<file path="src/core/sbs_pkg.sv">
// package: register map, field layout and bus types for the slip status block
package sbs_pkg;
   localparam int unsigned ADDR_W     = 14;
   // register indices; one word each, so the bus byte address is four times the index
   localparam logic [11:0] IDX_STATUS = 12'hb08;   // slip_event_status
   localparam logic [11:0] IDX_ENABLE = 12'hb09;   // slip_event_enable
   localparam logic [11:0] IDX_CTRL   = 12'hb10;   // framer control
   localparam logic [11:0] IDX_RAW    = 12'hb14;   // current error run
   localparam logic [ADDR_W-1:0] OFF_STATUS = {IDX_STATUS, 2'b00};
   localparam logic [ADDR_W-1:0] OFF_ENABLE = {IDX_ENABLE, 2'b00};
   localparam logic [ADDR_W-1:0] OFF_CTRL   = {IDX_CTRL, 2'b00};
   localparam logic [ADDR_W-1:0] OFF_RAW    = {IDX_RAW, 2'b00};
   // status bit positions
   localparam int unsigned B_TX_OVF   = 7;
   localparam int unsigned B_TX_UNF   = 6;
   localparam int unsigned B_TX_SLIP  = 5;
   localparam int unsigned B_CAS_LOCK = 4;
   localparam int unsigned B_CRC_LOCK = 3;
   localparam int unsigned B_RX_OVF   = 2;
   localparam int unsigned B_RX_UNF   = 1;
   localparam int unsigned B_RX_SLIP  = 0;
   localparam logic [7:0]  STICKY_MASK = 8'he7;
   localparam logic [7:0]  ENABLE_RST  = 8'h00;
   // control register fields
   localparam int unsigned C_CAS_EN    = 0;
   localparam int unsigned C_CRC_EN    = 1;
   localparam int unsigned C_CNT_LSB   = 4;
   localparam int unsigned CNT_W       = 4;
   localparam logic [3:0]  CNT_RST     = 4'h3;
   localparam logic [1:0]  RESP_OKAY   = 2'h0;
   localparam logic [1:0]  RESP_SLVERR = 2'h2;

   typedef struct packed {
      logic wr;   // write side strobe
      logic rd;   // read side strobe
   } sbs_port_t;

   typedef struct packed {
      logic overflow;
      logic underflow;
   } sbs_evt_t;
endpackage : sbs_pkg

</file>
<file path="src/core/sbs_slip_mon.sv">
// slip buffer fill tracker: detects full-write and empty-read frame slips
`timescale 1ns/1ps
module sbs_slip_mon
   import sbs_pkg::*;
#(
   parameter int unsigned DEPTH = 64   // two frames of 32 octets
) (
   input  wire logic      clock,
   input  wire logic      sys_rst,
   input  wire sbs_port_t port,
   output sbs_evt_t       evt
);
   localparam int unsigned LW    = $clog2(DEPTH + 1);
   localparam logic [LW-1:0] FULL  = LW'(DEPTH);
   localparam logic [LW-1:0] FRAME = LW'(DEPTH / 2);

   typedef struct packed {
      logic [LW-1:0] level;
      sbs_evt_t      evt;
   } sbs_mon_t;

   sbs_mon_t s_q;
   sbs_mon_t s_d;

   // full write deletes a frame, empty read repeats one
   always_comb begin
      s_d = s_q;
      s_d.evt = '0;
      if (port.wr && !port.rd) begin
         if (s_q.level == FULL) begin
            s_d.level = FULL - FRAME + LW'(1);   // deleted frame, then the write
            s_d.evt.overflow = 1'b1;
         end else begin
            s_d.level = s_q.level + LW'(1);
         end
      end else if (port.rd && !port.wr) begin
         if (s_q.level == '0) begin
            s_d.level = FRAME - LW'(1);          // repeated frame, less this read
            s_d.evt.underflow = 1'b1;
         end else begin
            s_d.level = s_q.level - LW'(1);
         end
      end
   end

   always_ff @(posedge clock or posedge sys_rst) begin
      if (sys_rst) begin
         s_q <= '0;
      end else begin
         s_q <= s_d;
      end
   end

   assign evt = s_q.evt;
endmodule : sbs_slip_mon

</file>
<file path="src/core/sbs_status.sv">
// slip event status, lock indications and interrupt over AXI4-Lite
//
// Design decision made here: the AXI4-Lite interface to the registers.
`timescale 1ns/1ps
// Summary of operation
// - tx full write deletes frame, sets bit7
// - tx empty read repeats frame, sets bit6
// - any tx slip sets bit5
// - event flags sticky, clear on read, reset 0
// - bit4 shows cas multiframe lock
// - cas lock lost after programmed error count
// - cas lock meaningless with signalling disabled
// - bit3 shows crc multiframe lock
// - crc lock meaningless with crc disabled
// - rx full write deletes frame, sets bit2
// - bit1 sticky rx underflow
// - rx slip on either direction sets bit0
// - enable bit 1 lets flag interrupt
module sbs_status
   import sbs_pkg::*;
#(
   parameter int unsigned DEPTH = 64
) (
   input  wire logic              clock,
   input  wire logic              sys_rst,
   // slip buffer strobes
   input  wire logic              tx_wr,
   input  wire logic              tx_rd,
   input  wire logic              rx_wr,
   input  wire logic              rx_rd,
   // receive framer indications, from pins
   input  wire logic              cas_mfa_ok,
   input  wire logic              cas_mfa_err,
   input  wire logic              crc_lock_in,
   // axi4-lite slave
   input  wire logic [ADDR_W-1:0] s_axi_awaddr,
   input  wire logic              s_axi_awvalid,
   output logic                   s_axi_awready,
   input  wire logic [31:0]       s_axi_wdata,
   input  wire logic [3:0]        s_axi_wstrb,
   input  wire logic              s_axi_wvalid,
   output logic                   s_axi_wready,
   output logic [1:0]             s_axi_bresp,
   output logic                   s_axi_bvalid,
   input  wire logic              s_axi_bready,
   input  wire logic [ADDR_W-1:0] s_axi_araddr,
   input  wire logic              s_axi_arvalid,
   output logic                   s_axi_arready,
   output logic [31:0]            s_axi_rdata,
   output logic [1:0]             s_axi_rresp,
   output logic                   s_axi_rvalid,
   input  wire logic              s_axi_rready,
   output logic                   irq
);
   typedef struct packed {
      logic [ADDR_W-1:0] awaddr;
      logic              aw_have;
      logic [31:0]       wdata;
      logic              wstb0;        // byte 0 strobe of a held write
      logic              w_have;
      logic              bvalid;
      logic [1:0]        bresp;
      logic              rvalid;
      logic [31:0]       rdata;
      logic [1:0]        rresp;
      logic [7:0]        flags;        // sticky bits of status
      logic [7:0]        enable;       // slip_event_enable
      logic              cas_en;
      logic              crc_en;
      logic [CNT_W-1:0]  signalling_loss_error_count;
      logic [CNT_W-1:0]  err_run;
      logic              cas_lock;
      logic              err_held;     // last agreed level of the error pin
      logic [2:0]        sy_ok;        // three-stage pin samplers
      logic [2:0]        sy_err;
      logic [2:0]        sy_crc;
      logic              crc_lock;
      logic              irq;
   } sbs_state_t;

   sbs_state_t s_q;
   sbs_state_t s_d;
   sbs_evt_t   tx_evt;
   sbs_evt_t   rx_evt;

   // agreed level once stages two and three match, else hold
   function automatic logic agreed(input logic [2:0] sy, input logic held);
      agreed = (sy[1] == sy[2]) ? sy[2] : held;
   endfunction : agreed

   sbs_port_t tx_port;
   sbs_port_t rx_port;

   // strobe pairs bundled per direction for the trackers
   assign tx_port = '{wr: tx_wr, rd: tx_rd};
   assign rx_port = '{wr: rx_wr, rd: rx_rd};

   // one tracker per direction
   sbs_slip_mon #(.DEPTH(DEPTH)) u_tx (
      .clock   (clock),
      .sys_rst (sys_rst),
      .port    (tx_port),
      .evt     (tx_evt)
   );
   sbs_slip_mon #(.DEPTH(DEPTH)) u_rx (
      .clock   (clock),
      .sys_rst (sys_rst),
      .port    (rx_port),
      .evt     (rx_evt)
   );

   logic [7:0]  status_view;
   logic [7:0]  set_vec;
   logic        rd_go;
   logic        wr_go;
   logic [ADDR_W-1:0] waddr;
   logic [31:0] wdat;
   logic        wstb;
   logic [CNT_W:0] run_next;      // one bit wider so a full count cannot wrap
   logic        ok_lvl;
   logic        err_lvl;
   logic        err_rise;

   always_comb begin
      s_d = s_q;
      // pin samplers: first stage feeds only the second
      s_d.sy_ok  = {s_q.sy_ok[1:0], cas_mfa_ok};
      s_d.sy_err = {s_q.sy_err[1:0], cas_mfa_err};
      s_d.sy_crc = {s_q.sy_crc[1:0], crc_lock_in};
      // levels count only once stages two and three agree
      ok_lvl   = agreed(s_q.sy_ok, 1'b0);
      err_lvl  = agreed(s_q.sy_err, s_q.err_held);
      // held level resets low like the idle pin, so no false edge after reset
      err_rise = err_lvl && !s_q.err_held;
      s_d.err_held = err_lvl;
      run_next = {1'b0, s_q.err_run} + (CNT_W+1)'(1);
      if (ok_lvl) begin
         s_d.err_run = '0;
         s_d.cas_lock = 1'b1;
      end else if (err_rise) begin
         // one more bad word: lock is lost once the run reaches the count
         if (run_next >= {1'b0, s_q.signalling_loss_error_count}) begin
            s_d.cas_lock = 1'b0;
            s_d.err_run  = s_q.signalling_loss_error_count;
         end else begin
            s_d.err_run = run_next[CNT_W-1:0];
         end
      end
      // lock held low while signalling disabled
      if (!s_q.cas_en) begin
         s_d.cas_lock = 1'b0;
         s_d.err_run  = '0;
      end
      // crc lock follows framer, gated by enable
      s_d.crc_lock = s_q.crc_en & agreed(s_q.sy_crc, s_q.crc_lock);

      set_vec = '0;
      set_vec[B_TX_OVF]  = tx_evt.overflow;
      set_vec[B_TX_UNF]  = tx_evt.underflow;
      set_vec[B_TX_SLIP] = tx_evt.overflow | tx_evt.underflow;
      set_vec[B_RX_OVF]  = rx_evt.overflow;
      set_vec[B_RX_UNF]  = rx_evt.underflow;
      set_vec[B_RX_SLIP] = rx_evt.overflow | rx_evt.underflow;

      status_view = (s_q.flags & STICKY_MASK);
      status_view[B_CAS_LOCK] = s_q.cas_lock;
      status_view[B_CRC_LOCK] = s_q.crc_lock;

      // axi write: hold address and data until both arrive
      if (s_axi_awvalid && s_axi_awready) begin
         s_d.aw_have = 1'b1;
         s_d.awaddr  = s_axi_awaddr;
      end
      if (s_axi_wvalid && s_axi_wready) begin
         s_d.w_have = 1'b1;
         s_d.wdata  = s_axi_wdata;
         s_d.wstb0  = s_axi_wstrb[0];
      end
      // the strobe is kept with the data: the master may drop it before the address
      waddr = s_axi_awvalid && s_axi_awready ? s_axi_awaddr : s_q.awaddr;
      wdat  = s_axi_wvalid && s_axi_wready ? s_axi_wdata : s_q.wdata;
      wstb  = s_axi_wvalid && s_axi_wready ? s_axi_wstrb[0] : s_q.wstb0;
      wr_go = (s_q.aw_have | (s_axi_awvalid & s_axi_awready))
              & (s_q.w_have | (s_axi_wvalid & s_axi_wready)) & !s_q.bvalid;
      if (wr_go) begin
         s_d.aw_have = 1'b0;
         s_d.w_have  = 1'b0;
         s_d.bvalid  = 1'b1;
         s_d.bresp   = RESP_OKAY;
         case (waddr)
            OFF_ENABLE: begin
               if (wstb) begin
                  s_d.enable = wdat[7:0] & STICKY_MASK;
               end
            end
            OFF_CTRL: begin
               if (wstb) begin
                  s_d.cas_en = wdat[C_CAS_EN];
                  s_d.crc_en = wdat[C_CRC_EN];
                  s_d.signalling_loss_error_count = wdat[C_CNT_LSB +: CNT_W];
               end
            end
            OFF_STATUS: ;   // read-only, write ignored
            default: s_d.bresp = RESP_SLVERR;
         endcase
      end
      if (s_q.bvalid && s_axi_bready) begin
         s_d.bvalid = 1'b0;
      end

      // axi read: answer one cycle after the address
      rd_go = s_axi_arvalid && s_axi_arready;
      s_d.flags = s_q.flags;
      if (rd_go) begin
         s_d.rvalid = 1'b1;
         s_d.rresp  = RESP_OKAY;
         s_d.rdata  = '0;
         case (s_axi_araddr)
            OFF_STATUS: begin
               s_d.rdata[7:0] = status_view;
               s_d.flags = '0;
            end
            OFF_ENABLE: s_d.rdata[7:0] = s_q.enable;
            OFF_CTRL: begin
               s_d.rdata[C_CAS_EN] = s_q.cas_en;
               s_d.rdata[C_CRC_EN] = s_q.crc_en;
               s_d.rdata[C_CNT_LSB +: CNT_W] = s_q.signalling_loss_error_count;
            end
            OFF_RAW: s_d.rdata[CNT_W-1:0] = s_q.err_run;
            default: s_d.rresp = RESP_SLVERR;
         endcase
      end else if (s_q.rvalid && s_axi_rready) begin
         s_d.rvalid = 1'b0;
      end
      // a same-cycle event survives the clearing read
      s_d.flags = (s_d.flags | set_vec) & STICKY_MASK;
      // only enabled flags raise the interrupt
      s_d.irq = |(s_d.flags & s_d.enable);
   end

   always_ff @(posedge clock or posedge sys_rst) begin
      if (sys_rst) begin
         s_q <= '0;
         s_q.signalling_loss_error_count <= CNT_RST;
         s_q.enable <= ENABLE_RST;
      end else begin
         s_q <= s_d;
      end
   end

   // ready terms are state only; each channel has one slot
   always_ff @(posedge clock or posedge sys_rst) begin
      if (sys_rst) begin
         s_axi_awready <= 1'b0;
         s_axi_wready  <= 1'b0;
         s_axi_arready <= 1'b0;
      end else begin
         s_axi_awready <= !s_d.aw_have && !s_d.bvalid;
         s_axi_wready  <= !s_d.w_have && !s_d.bvalid;
         s_axi_arready <= !s_d.rvalid;
      end
   end

   assign s_axi_bvalid = s_q.bvalid;
   assign s_axi_bresp  = s_q.bresp;
   assign s_axi_rvalid = s_q.rvalid;
   assign s_axi_rdata  = s_q.rdata;
   assign s_axi_rresp  = s_q.rresp;
   assign irq          = s_q.irq;
endmodule : sbs_status

</file>
<file path="config.mk">
export PLATFORM = sky130hd
export DESIGN_NAME = sbs_status
export DESIGN_NICKNAME = d
export VERILOG_FILES = /design/src/core/sbs_pkg.sv /design/src/core/sbs_slip_mon.sv /design/src/core/sbs_status.sv
export SDC_FILE = /design/constraint.sdc
export NUM_CORES = 1
export LEC_CHECK = 0
export BUFFER_PORTS_ARGS = -buffer_cell sky130_fd_sc_hd__buf_2
export CORE_MARGIN = 2
export CORE_UTILIZATION = 40
export CTS_BUF_LIST = sky130_fd_sc_hd__clkbuf_4
export CTS_CLUSTER_SIZE = 25
export DETAILED_ROUTE_END_ITERATION = 8
export GPL_TIMING_DRIVEN = 0
export HOLD_SLACK_MARGIN = 0.08
export PLACE_DENSITY = 0.75
export SYNTH_ARGS = -nofsm -noshare
export SYNTH_HDL_FRONTEND = slang
export SYNTH_SLANG_ARGS = --single-unit
export TNS_END_PERCENT = 10
</file>
<file path="constraint.sdc">
create_clock -name clock -period 3.7 [get_ports clock]
set_clock_uncertainty 0.05 [all_clocks]
set_input_delay 0.74 -clock clock [delete_from_list [all_inputs] [get_ports clock]]
set_output_delay 0.74 -clock clock [all_outputs]
set_load 0.005 [all_outputs]
</file>
# ---- Word-level counts from Yosys, hierarchy flattened
# Index checks and enable logic that the tools add are counted.
dict set report classes {
  addsub 5
  n_bitwise 11
  magnitude_cmp 1
  n_mux 48
  n_eq_ne 14
  reduce_logical 31
}
# cell n
set ops {}
lappend ops {{equality test 14 bit (second input constant)} 7}
lappend ops {{two-way mux 7 bit} 8}
lappend ops {{two-way mux 8 bit} 5}
lappend ops {{two-way mux 14 bit} 2}
lappend ops {{two-way mux 1 bit} 21}
lappend ops {{two-way mux 5 bit} 3}
lappend ops {{adder 7 x 1 -> 7 bit (second input constant)} 2}
lappend ops {{equality test 7 bit (second input constant)} 2}
lappend ops {{logical NOT 7 bit} 2}
lappend ops {{subtractor 7 x 1 -> 7 bit (second input constant)} 2}
lappend ops {{logical AND 1 bit} 12}
lappend ops {{two-way mux 6 bit} 2}
lappend ops {{one-hot mux 4 bit (3 select lines)} 1}
lappend ops {{logical NOT 1 bit} 10}
lappend ops {{bitwise AND 8 bit} 1}
lappend ops {{two-way mux 4 bit} 2}
lappend ops {{OR 8 bit} 1}
lappend ops {{one-hot mux 2 bit (4 select lines)} 1}
lappend ops {{OR reduction 8 bit} 1}
lappend ops {{inequality test 3 x 1 -> 1 bit (second input constant)} 2}
lappend ops {{one-hot mux 2 bit (3 select lines)} 1}
lappend ops {{adder 4 x 1 -> 5 bit (second input constant)} 1}
lappend ops {{bitwise AND 1 bit} 5}
lappend ops {{greater-or-equal comparator 5 x 4 -> 1 bit} 1}
lappend ops {{other kinds (8)} 15}
dict set report totals {
  inputBits 78
  reg_bits 97
}

# ---- Longest topological paths before layout
# Gate-level depths: netlist of the first run.
dict set report depth {
  depth_word 9
  ltp_mapped 9
  mapped_depth_nobuf 9
}

# ---- By module
# From an unflattened synthesis of the first run, not the netlist that was laid out.
dict set report hier_totals {
  cells_unflattened 455
  area_unflattened_um2 4839.6
}
# module instances area_each_um2 cells_per_inst seq_area_each_um2
set modules_own_cells {}
lappend modules_own_cells {sbs_status 1 3493.4 305 1854.3}
lappend modules_own_cells {sbs_slip_mon 2 673.1 75 225.2}

# ---- Worst setup path after synthesis of the first run
# OpenSTA, ideal clock, no wires.
dict set report synth_timing {
  path_kind {in2reg}
  startpoint {input s_axi_awaddr[9]}
  endpoint {register s_q (netlist bit irq)}
  setup_ns 0.135
  cell_stages 7
  n_path_buf 0
  t_arrival_ns 2.540
  setup_slack_ns 0.976
  path_cell_list {and4bb_2 > nand4_2 > a2111oi_4 > nor3b_4 > mux2_4 > a22oi_1 > nand4_1}
}
# element line_no
set synth_lines {}
lappend synth_lines {{from (decl)} sbs_status.sv:36} ;# input wire logic [ADDR_W-1:0] s_axi_awaddr,
lappend synth_lines {{to (decl)} sbs_status.sv:81} ;# sbs_state_t s_q;

==> metrics.csv, run 1 <==
stage,metric,value,unit
logic_synthesis,yosysTopAreaCellShare,47.8,%
sta,slew_viol_final,0,
power,total_leakage_power,2.68,nW
detailed_routing,detail_route.vias_per_cell,5.12,
sta,setup_tns,0,ns
die,die_h,112,um
placement,hpwlAfterDp,7420,um
critical_path,criticalPathCategory,flip-flop to flip-flop,
detailed_routing,drt-initial-drc-count,277,
logic_synthesis,synth_top_area_cell,dfrtp_1,
power,p_clk_share,21.5,%
global_route,grt.overflow.total,0,
logic_synthesis,synth_cell_type_count,62,
critical_path,crit_path_end_kind,flip-flop,
sta,slew-limit-headroom,53.6,%
critical_path,path_cells,nand2_1 > a31oi_1 > a2111oi_4 > nor3b_4 > mux2_4 > a22oi_1 > nand4_1,
hold_path,hp-class,input port to async pin,
critical_path,crit_path_top_delay_cell,nor3b_4,
critical_path,cp_data_required_time,3.96,ns
global_route,grt_usage,16.2,%
placement,portBuffers,65,
logic_synthesis,seq_area_frac_synth,49.0,%
critical_path,crit_buf_inv,0,
run_status,status,finished clean,
logic_synthesis,synth.avg_cell_area,10.3,sq um
sta,timing.fmax,370,MHz
placement,placed_cell_area,5340,sq um
cells_and_area,postLayoutCoreUtil,48.0,%
sta,rsz0062_at_grt,false,
detailed_routing,drtPass1Iterations,4,
logic_synthesis,yosys-top-cells-area,"dfrtp_1 48%, buf_4 5.7%, mux2_2 4.5%, ha_1 3.5%, a21oi_1 3.1%",
power,power_frac_comb,29.8,%
detailed_routing,topRoutingLayerUsed,met4,
clock_network,cts_buffers,9,
sta,hold_viol,0,
critical_path,startpoint_type,flip-flop,
die,die_area,12700,sq um
die,rows,39,
detailed_routing,drc,0,
die,core,11500,sq um
logic_synthesis,synth_ff_type,dfrtp_1,
die,die_x,112,um
power,p_switching,1.00,mW
job,maxCapViolCount,0,
critical_path,cp_data_arrival_time,2.96,ns
detailed_routing,vias,3615,
detailed_routing,wl,9870,um
clock_network,cts_resized,0,
clock_network,cts_sinks,92,
clock_network,clk_latency,0.43,ns
cells_and_area,fin_nets,648,
power,total_power,2.97,mW
detailed_routing,postRouteAntennaNets,0,
placement,routabilityCongestion,0.918,
sta,tightest_slew,0.689,ns
critical_path,crit_path_max_incr_delay,0.53,ns
cells_and_area,area_growth,17.0,%
global_route,grt_pass1_wl,16900,um
clock_network,clk_pin_slew,0.15,ns
sta,post-route-period-util,73.0,%
cells_and_area,final_area,5510,sq um
clock_network,clockRootBuffer,clkbuf_4,
sta,whs,0.258,ns
logic_synthesis,synth_edf_count,0,
clock_network,clk_path_buf_depth,2,
critical_path,path_depth,7,
die,start_util,41.1,%
cells_and_area,drive_gt1_share,27.6,%
power,power_frac_seq,48.7,%
critical_path,path_delay_family,simple AND/OR/NAND/NOR gates,
critical_path,r2r_cells,7,
power,p_per_area,539,nW/um^2
global_route,grt_pass1_vias,3648,
logic_synthesis,async_flop_share,100,%
clock_network,h-tree-depth,3,
detailed_routing,route.met2.wl,4990,um
clock_network,cts-hold-fix-buffers,0,
power,swShare,33.8,%
clock_network,postCtsSetupBuffers,0,
cells_and_area,n_fill_cell,1035,
clock_network,cts_tree,done,
global_route,antenna_found_initial,1,
logic_synthesis,yosys_warnings,0,
detailed_routing,met3WireLength,387,um
detailed_routing,wl_per_cell,14.0,um
critical_path,cp_max_fo,10,
logic_synthesis,synth_seq_cells,92,
detailed_routing,routedLengthMet1,4250,um
sta,period_minus_slack,2.70,ns
die,io_pins,120,
power,peakVddDrop,193,uV
sta,final-setup-viol-count,0,
power,intPower,1.97,mW
logic_synthesis,syn_inst,455,
global_route,grt_max_degree,59,
logic_synthesis,synth_area,4710,sq um
-- final timing paths --
path                         startpoint        endpoint  slack [ns]
setup / recovery           s_axi_wready             irq         1.0
hold / removal                  sys_rst        s_q[116]        0.26
setup reg to reg           s_axi_wready             irq         1.0
hold reg to reg                  s_d[6]          s_d[7]        0.32
max in group asynchronous       sys_rst  s_axi_rdata[0]        2.70
min in group clock               s_d[6]          s_d[7]        0.32
-- layout by cell type (no fill, tap or decap), types with 10 or more instances in the layout --
master,count
o21ai_0,12
buf_2,65
ha_1,13
conb_1,26
clkbuf_4,11
a21oi_1,29
nor2_1,33
dfrtp_1,90
o21ai_1,10
nand2_1,36
mux2_2,19
clkbuf_1,12
inv_1,20
buf_4,36
-- power by group through the flow --
stage	Sequential, mW	Clock [mW]	Combinational [mW]
after global routing	1.48	0.704	0.991
after CTS	1.44	0.649	0.882
after detailed placement	1.46	0	0.879
after floorplan	1.41	0	0.682
after global placement	1.44	0	0.828
final	1.45	0.638	0.885
-- logic make-up after synthesis --
| group | count (synthesis) | synth area share, % |
|---|---|---|
| compound gates | 102 | 14.4 |
| xor+xnor | 7 | 1.30 |
| fa+ha+maj | 14 | 3.67 |
| buf+inv | 71 | 8.53 |
| flops | 92 | 49.0 |
| mux | 31 | 7.71 |
| other cells | 1 | 0.0796 |
| simple gates | 137 | 15.3 |
-- synth_stat cells, types with 5 or more instances --
| cell type | instances |
|---|---|
| and2_1 | 5 |
| nor3_1 | 8 |
| or3_1 | 6 |
| nor2_1 | 33 |
| mux2_4 | 5 |
| nand4_1 | 5 |
| inv_1 | 21 |
| and3_1 | 7 |
| a31oi_1 | 5 |
| nor2b_1 | 5 |
| o21ai_1 | 10 |
| a21oi_1 | 29 |
| nand3_1 | 6 |
| a21o_1 | 8 |
| o21ai_0 | 12 |
| clkbuf_1 | 12 |
| dfrtp_1 | 90 |
| ha_1 | 13 |
| buf_4 | 36 |
| mux2_2 | 19 |
| a221oi_1 | 5 |
| nand2_1 | 36 |
-- per-layer routing --
| layer | track usage (%) | vias up |
|---|---|---|
| met4 | 8.13 | 0 |
| met5 | 0 | - |
| met2 | 27.8 | 100 |
| met1 | 20.0 | 1729 |
| li1 | - | 1764 |
| met3 | 2.43 | 22 |
-- final cells by class --
cell class	instances	area (sq um)	share of cell area (%)
Timing Repair Buffer	66	353	6.41
Multi-Input combinational cell	317	2100	38.1
Clock buffer	11	82.6	1.50
Sequential cell	92	2300	41.9
Antenna cell	1	2.50	0.0454
Tap cell	143	179	3.25
Inverter	22	85.1	1.55
Clock inverter	5	85.1	1.55
Buffer	49	319	5.79
-- per-stage QoR --
| step | instances | worst slack [ns] |
|---|---|---|
| after floorplan | 480 | 0.521 |
| after global placement | 688 | -0.448 |
| after global routing | 706 | 0.856 |
| final | 706 | 0.998 |
| after CTS | 705 | 0.938 |
| after detailed placement | 689 | 0.508 |
-- registers in the layout, indices dropped and copies added (netlist names) --
register and count:
s_q 52, s_axi_rdata 8, u_rx.s_q 7, u_tx.s_q 7
s_d 6, u_rx.evt 2, u_tx.evt 2, irq 1
s_axi_arready 1, s_axi_awready 1, s_axi_bresp 1, s_axi_bvalid 1
s_axi_rresp 1, s_axi_rvalid 1, s_axi_wready 1
Power figures use the tool's default switching activity.
==> run 2, diff against run 1 <==
--- a/config.mk
+++ b/config.mk
@@ -5,6 +5,7 @@
 export SDC_FILE = /design/constraint.sdc
 export NUM_CORES = 1
 export LEC_CHECK = 0
+export ABC_AREA = 1
 export BUFFER_PORTS_ARGS = -buffer_cell sky130_fd_sc_hd__buf_2
 export CORE_MARGIN = 2
 export CORE_UTILIZATION = 40
@@ -13,7 +14,7 @@
 export DETAILED_ROUTE_END_ITERATION = 8
 export GPL_TIMING_DRIVEN = 0
 export HOLD_SLACK_MARGIN = 0.08
-export PLACE_DENSITY = 0.75
+export PLACE_DENSITY = 0.74
 export SYNTH_ARGS = -nofsm -noshare
 export SYNTH_HDL_FRONTEND = slang
 export SYNTH_SLANG_ARGS = --single-unit
==> constraint.sdc (replaced) <==
create_clock -name clock -period 2.8 [get_ports clock]
set_clock_uncertainty 0.05 [all_clocks]
set_input_delay 0.56 -clock clock [delete_from_list [all_inputs] [get_ports clock]]
set_output_delay 0.56 -clock clock [all_outputs]
set_load 0.005 [all_outputs]
==> run 2 against run 1 <==
Area after synthesis rose by 9.3%. Critical path depth rose by 4. Sequential cell count did not move. Critical endpoint is now s_q[14]. Via count rose by 16%. Clock power rose by 33%. Setup slack got worse by 0.29 ns. Sequential share of layout area fell by 3.4 points. Final area rose by 8.9%. Count of clock-buffer cells in the layout fell by 1. Wire length rose by 6.2%. Sequential power rose by 26%. Total power rose by 41%.
==> metrics.csv, run 2 <==
stage,metric,value,unit,change
critical_path,cp_data_required_time,3.12,ns,-0.84 ns
clock_network,clockRootBuffer,clkbuf_4,,
detailed_routing,drc,0,,unchanged
die,die_h,117,um,+4.4%
logic_synthesis,yosys-top-cells-area,"dfrtp_1 44%, nand2_1 12%, inv_1 8.1%, buf_4 5.3%, nand3_1 4.5%",,
cells_and_area,n_fill_cell,1199,,+16%
die,core,12600,sq um,+9.6%
critical_path,crit_path_end_kind,flip-flop,,
clock_network,cts_tree,done,,
die,rows,41,,+5.1%
cells_and_area,drive_gt1_share,20.4,%,-7.1 points
critical_path,reg2reg_from,s_q[13],,
logic_synthesis,netlist_top_cells_count,"160 x nand2_1, 111 x inv_1, 90 x dfrtp_1, 46 x nand3_1, 44 x nor2_1",,
detailed_routing,detail_route.vias_per_cell,4.51,,-12%
placement,portBuffers,65,,unchanged
logic_synthesis,synth_area,5150,sq um,+9.3%
logic_synthesis,async_flop_share,100,%,unchanged
clock_network,clk_latency,0.48,ns,+0.05 ns
sta,period_minus_slack,2.09,ns,-0.611 ns
logic_synthesis,synth_edf_count,0,,unchanged
sta,rsz0062_at_grt,false,,
hold_path,hp-class,input port to async pin,,
clock_network,cts_resized,0,,unchanged
detailed_routing,wl_per_cell,11.2,um,-20%
critical_path,startpoint_type,flip-flop,,
cells_and_area,final_common_cell,nand2_1,,
job,maxCapViolCount,0,,unchanged
logic_synthesis,seq_area_frac_synth,44.8,%,-4.2 points
cells_and_area,multi_input_area,2150,sq um,+2.6%
power,total_leakage_power,3.28,nW,+23%
sta,slew-limit-headroom,57.8,%,+4.1 points
die,die_x,117,um,+4.4%
logic_synthesis,synth_cell_type_count,41,,-34%
global_route,grt_max_degree,42,,-29%
clock_network,cts-hold-fix-buffers,0,,unchanged
critical_path,r2r_cells,11,,+4
cells_and_area,postLayoutCoreUtil,47.7,%,-0.30 points
cells_and_area,regMostFlops,s_q,,
die,start_util,41.0,%,-0.10 points
cells_and_area,largest_register_ff_count,52,,unchanged
critical_path,cp_max_fo,8,,-2
clock_network,cts_sinks,92,,unchanged
logic_synthesis,synth_seq_cells,92,,unchanged
clock_network,cts_buffers,9,,unchanged
cells_and_area,fin_nets,844,,+30%
detailed_routing,postRouteAntennaNets,0,,unchanged
die,io_pins,120,,unchanged
logic_synthesis,synth_ff_type,dfrtp_1,,
global_route,grt_usage,16.3,%,+0.085 points
sta,timing.fmax,478,MHz,+29%
global_route,grt_pass1_wl,18300,um,+8.3%
sta,final-setup-viol-count,0,,unchanged
placement,hpwlAfterDp,7970,um,+7.5%
logic_synthesis,yosys_warnings,0,,unchanged
logic_synthesis,synth_top_area_cell,dfrtp_1,,
clock_network,h-tree-depth,3,,unchanged
critical_path,r2r_end,s_q[14],,
detailed_routing,wl,10500,um,+6.2%
logic_synthesis,synth_most_common_cell,nand2_1,,
sta,tightest_slew,0.632,ns,-0.0567 ns
logic_synthesis,syn_inst,650,,+43%
die,die_area,13800,sq um,+9.0%
global_route,grt.overflow.total,0,,unchanged
detailed_routing,vias,4198,,+16%
clock_network,clk_path_buf_depth,2,,unchanged
detailed_routing,drt-initial-drc-count,244,,-12%
critical_path,cp-startpoint,s_q[13],,
power,peakVddDrop,251,uV,+30%
global_route,antenna_found_initial,1,,unchanged
placement,routabilityCongestion,0.834,,-9.1%
cells_and_area,mostFrequentLayoutCells,"160 x nand2_1, 110 x inv_1, 90 x dfrtp_1",,
run_status,status,finished clean,,
logic_synthesis,synth.avg_cell_area,7.92,sq um,-23%
clock_network,postCtsSetupBuffers,0,,unchanged
global_route,grt_pass1_vias,3987,,+9.3%
sta,post-route-period-util,74.7,%,+1.7 points
power,p_per_area,699,nW/um^2,+30%
cells_and_area,area_growth,16.5,%,
critical_path,cp_data_arrival_time,2.41,ns,-0.55 ns
cells_and_area,seq_area,2300,sq um,unchanged
critical_path,criticalPathCategory,flip-flop to flip-flop,,
sta,slew_viol_final,0,,unchanged
critical_path,rrSetupSlack,0.71,ns,-0.29 ns
clock_network,clk_pin_slew,0.17,ns,+0.02 ns
detailed_routing,drtPass1Iterations,4,,unchanged
sta,setup_tns,0,ns,unchanged
critical_path,crit_end,s_q[14],,
sta,hold_viol,0,,unchanged
logic_synthesis,yosysTopAreaCellShare,43.8,%,-4.1 points
-- run 2: area by class of cell --
type                       instances  share of cell area, %
inverter                         113                   7.14
multi-input combinational        422                   35.9
buffer                            48                   6.03
tap                              172                   3.59
clock inverter                     6                   1.56
antenna                            1                 0.0417
timing repair buffer              67                   6.09
clock buffer                      10                   1.25
sequential                        92                   38.4
-- run 2: metal layers --
metal	vias up	part of all wire [%]	GRT usage, %
li1	2189	-	-
met1	1929	46	20.8
met2	69	49	27.4
met3	11	3.2	3.26
met4	0	1.8	6.10
met5	-	0	0
-- run 2: logic make-up (layout without fill, tap and decap cells) --
group	after synthesis	in the layout	share of synthesized area, %
DFF	92	92	44.8
AOI/OAI and AO/OA	80	80	9.26
adders and majority gates	14	14	3.35
other	1	27	0.0729
xor gates and xnor gates	12	12	2.04
buffers and inverters	161	244	15.3
and+or+nand+nor	290	290	25.2
-- run 2: worst min path at each step --
stage	cells after the start	slack (ns)	startpoint	endpoint
final	2	0.11	sys_rst	u_rx.s_q[5]
after global routing	2	0.1	sys_rst	u_rx.s_q[3]
after CTS	2	0.09	sys_rst	u_rx.s_q[5]
after detailed placement	0	0.29	s_d[6]	s_d[7]
after global placement	0	0.28	s_d[3]	s_d[4]
after floorplan	0	0.28	s_d[9]	s_d[10]
-- run 2: worst max-delay path: stages (launching register included) --
cell      delay, ns
dfrtp_1        0.45
ha_1           0.23
nand2_1        0.06
inv_1          0.05
nor2_1         0.14
ha_1           0.26
nand2_1        0.07
nand2_1        0.04
nand2_1        0.05
nand3_1        0.21
o211ai_1       0.23
o21ai_0        0.13
-- run 2: where the power goes --
group          total, mW  internal [mW]  leakage (nW)  switching, mW
logic               1.52          0.582          2.08          0.942
registers           1.82           1.64          1.11          0.183
clock network      0.850          0.380        0.0876          0.470
total               4.19           2.60          3.28           1.60
-- run 2: through the flow --
stage / hold WS (ns) / power, mW / std cells / setup slack (ns) / cell area (sq um)
finish: 0.108 / 4.19 / 931 / 0.709 / 6000
CTS: 0.0950 / 4.22 / 930 / 0.710 / 5990
detailed placement: 0.289 / 3.37 / 914 / 0.441 / 5830
floorplan: 0.281 / 3.02 / 675 / 0.925 / 5250
global route: 0.0956 / 4.57 / 931 / 0.522 / 6000
global placement: 0.282 / 3.33 / 912 / 0.404 / 5790
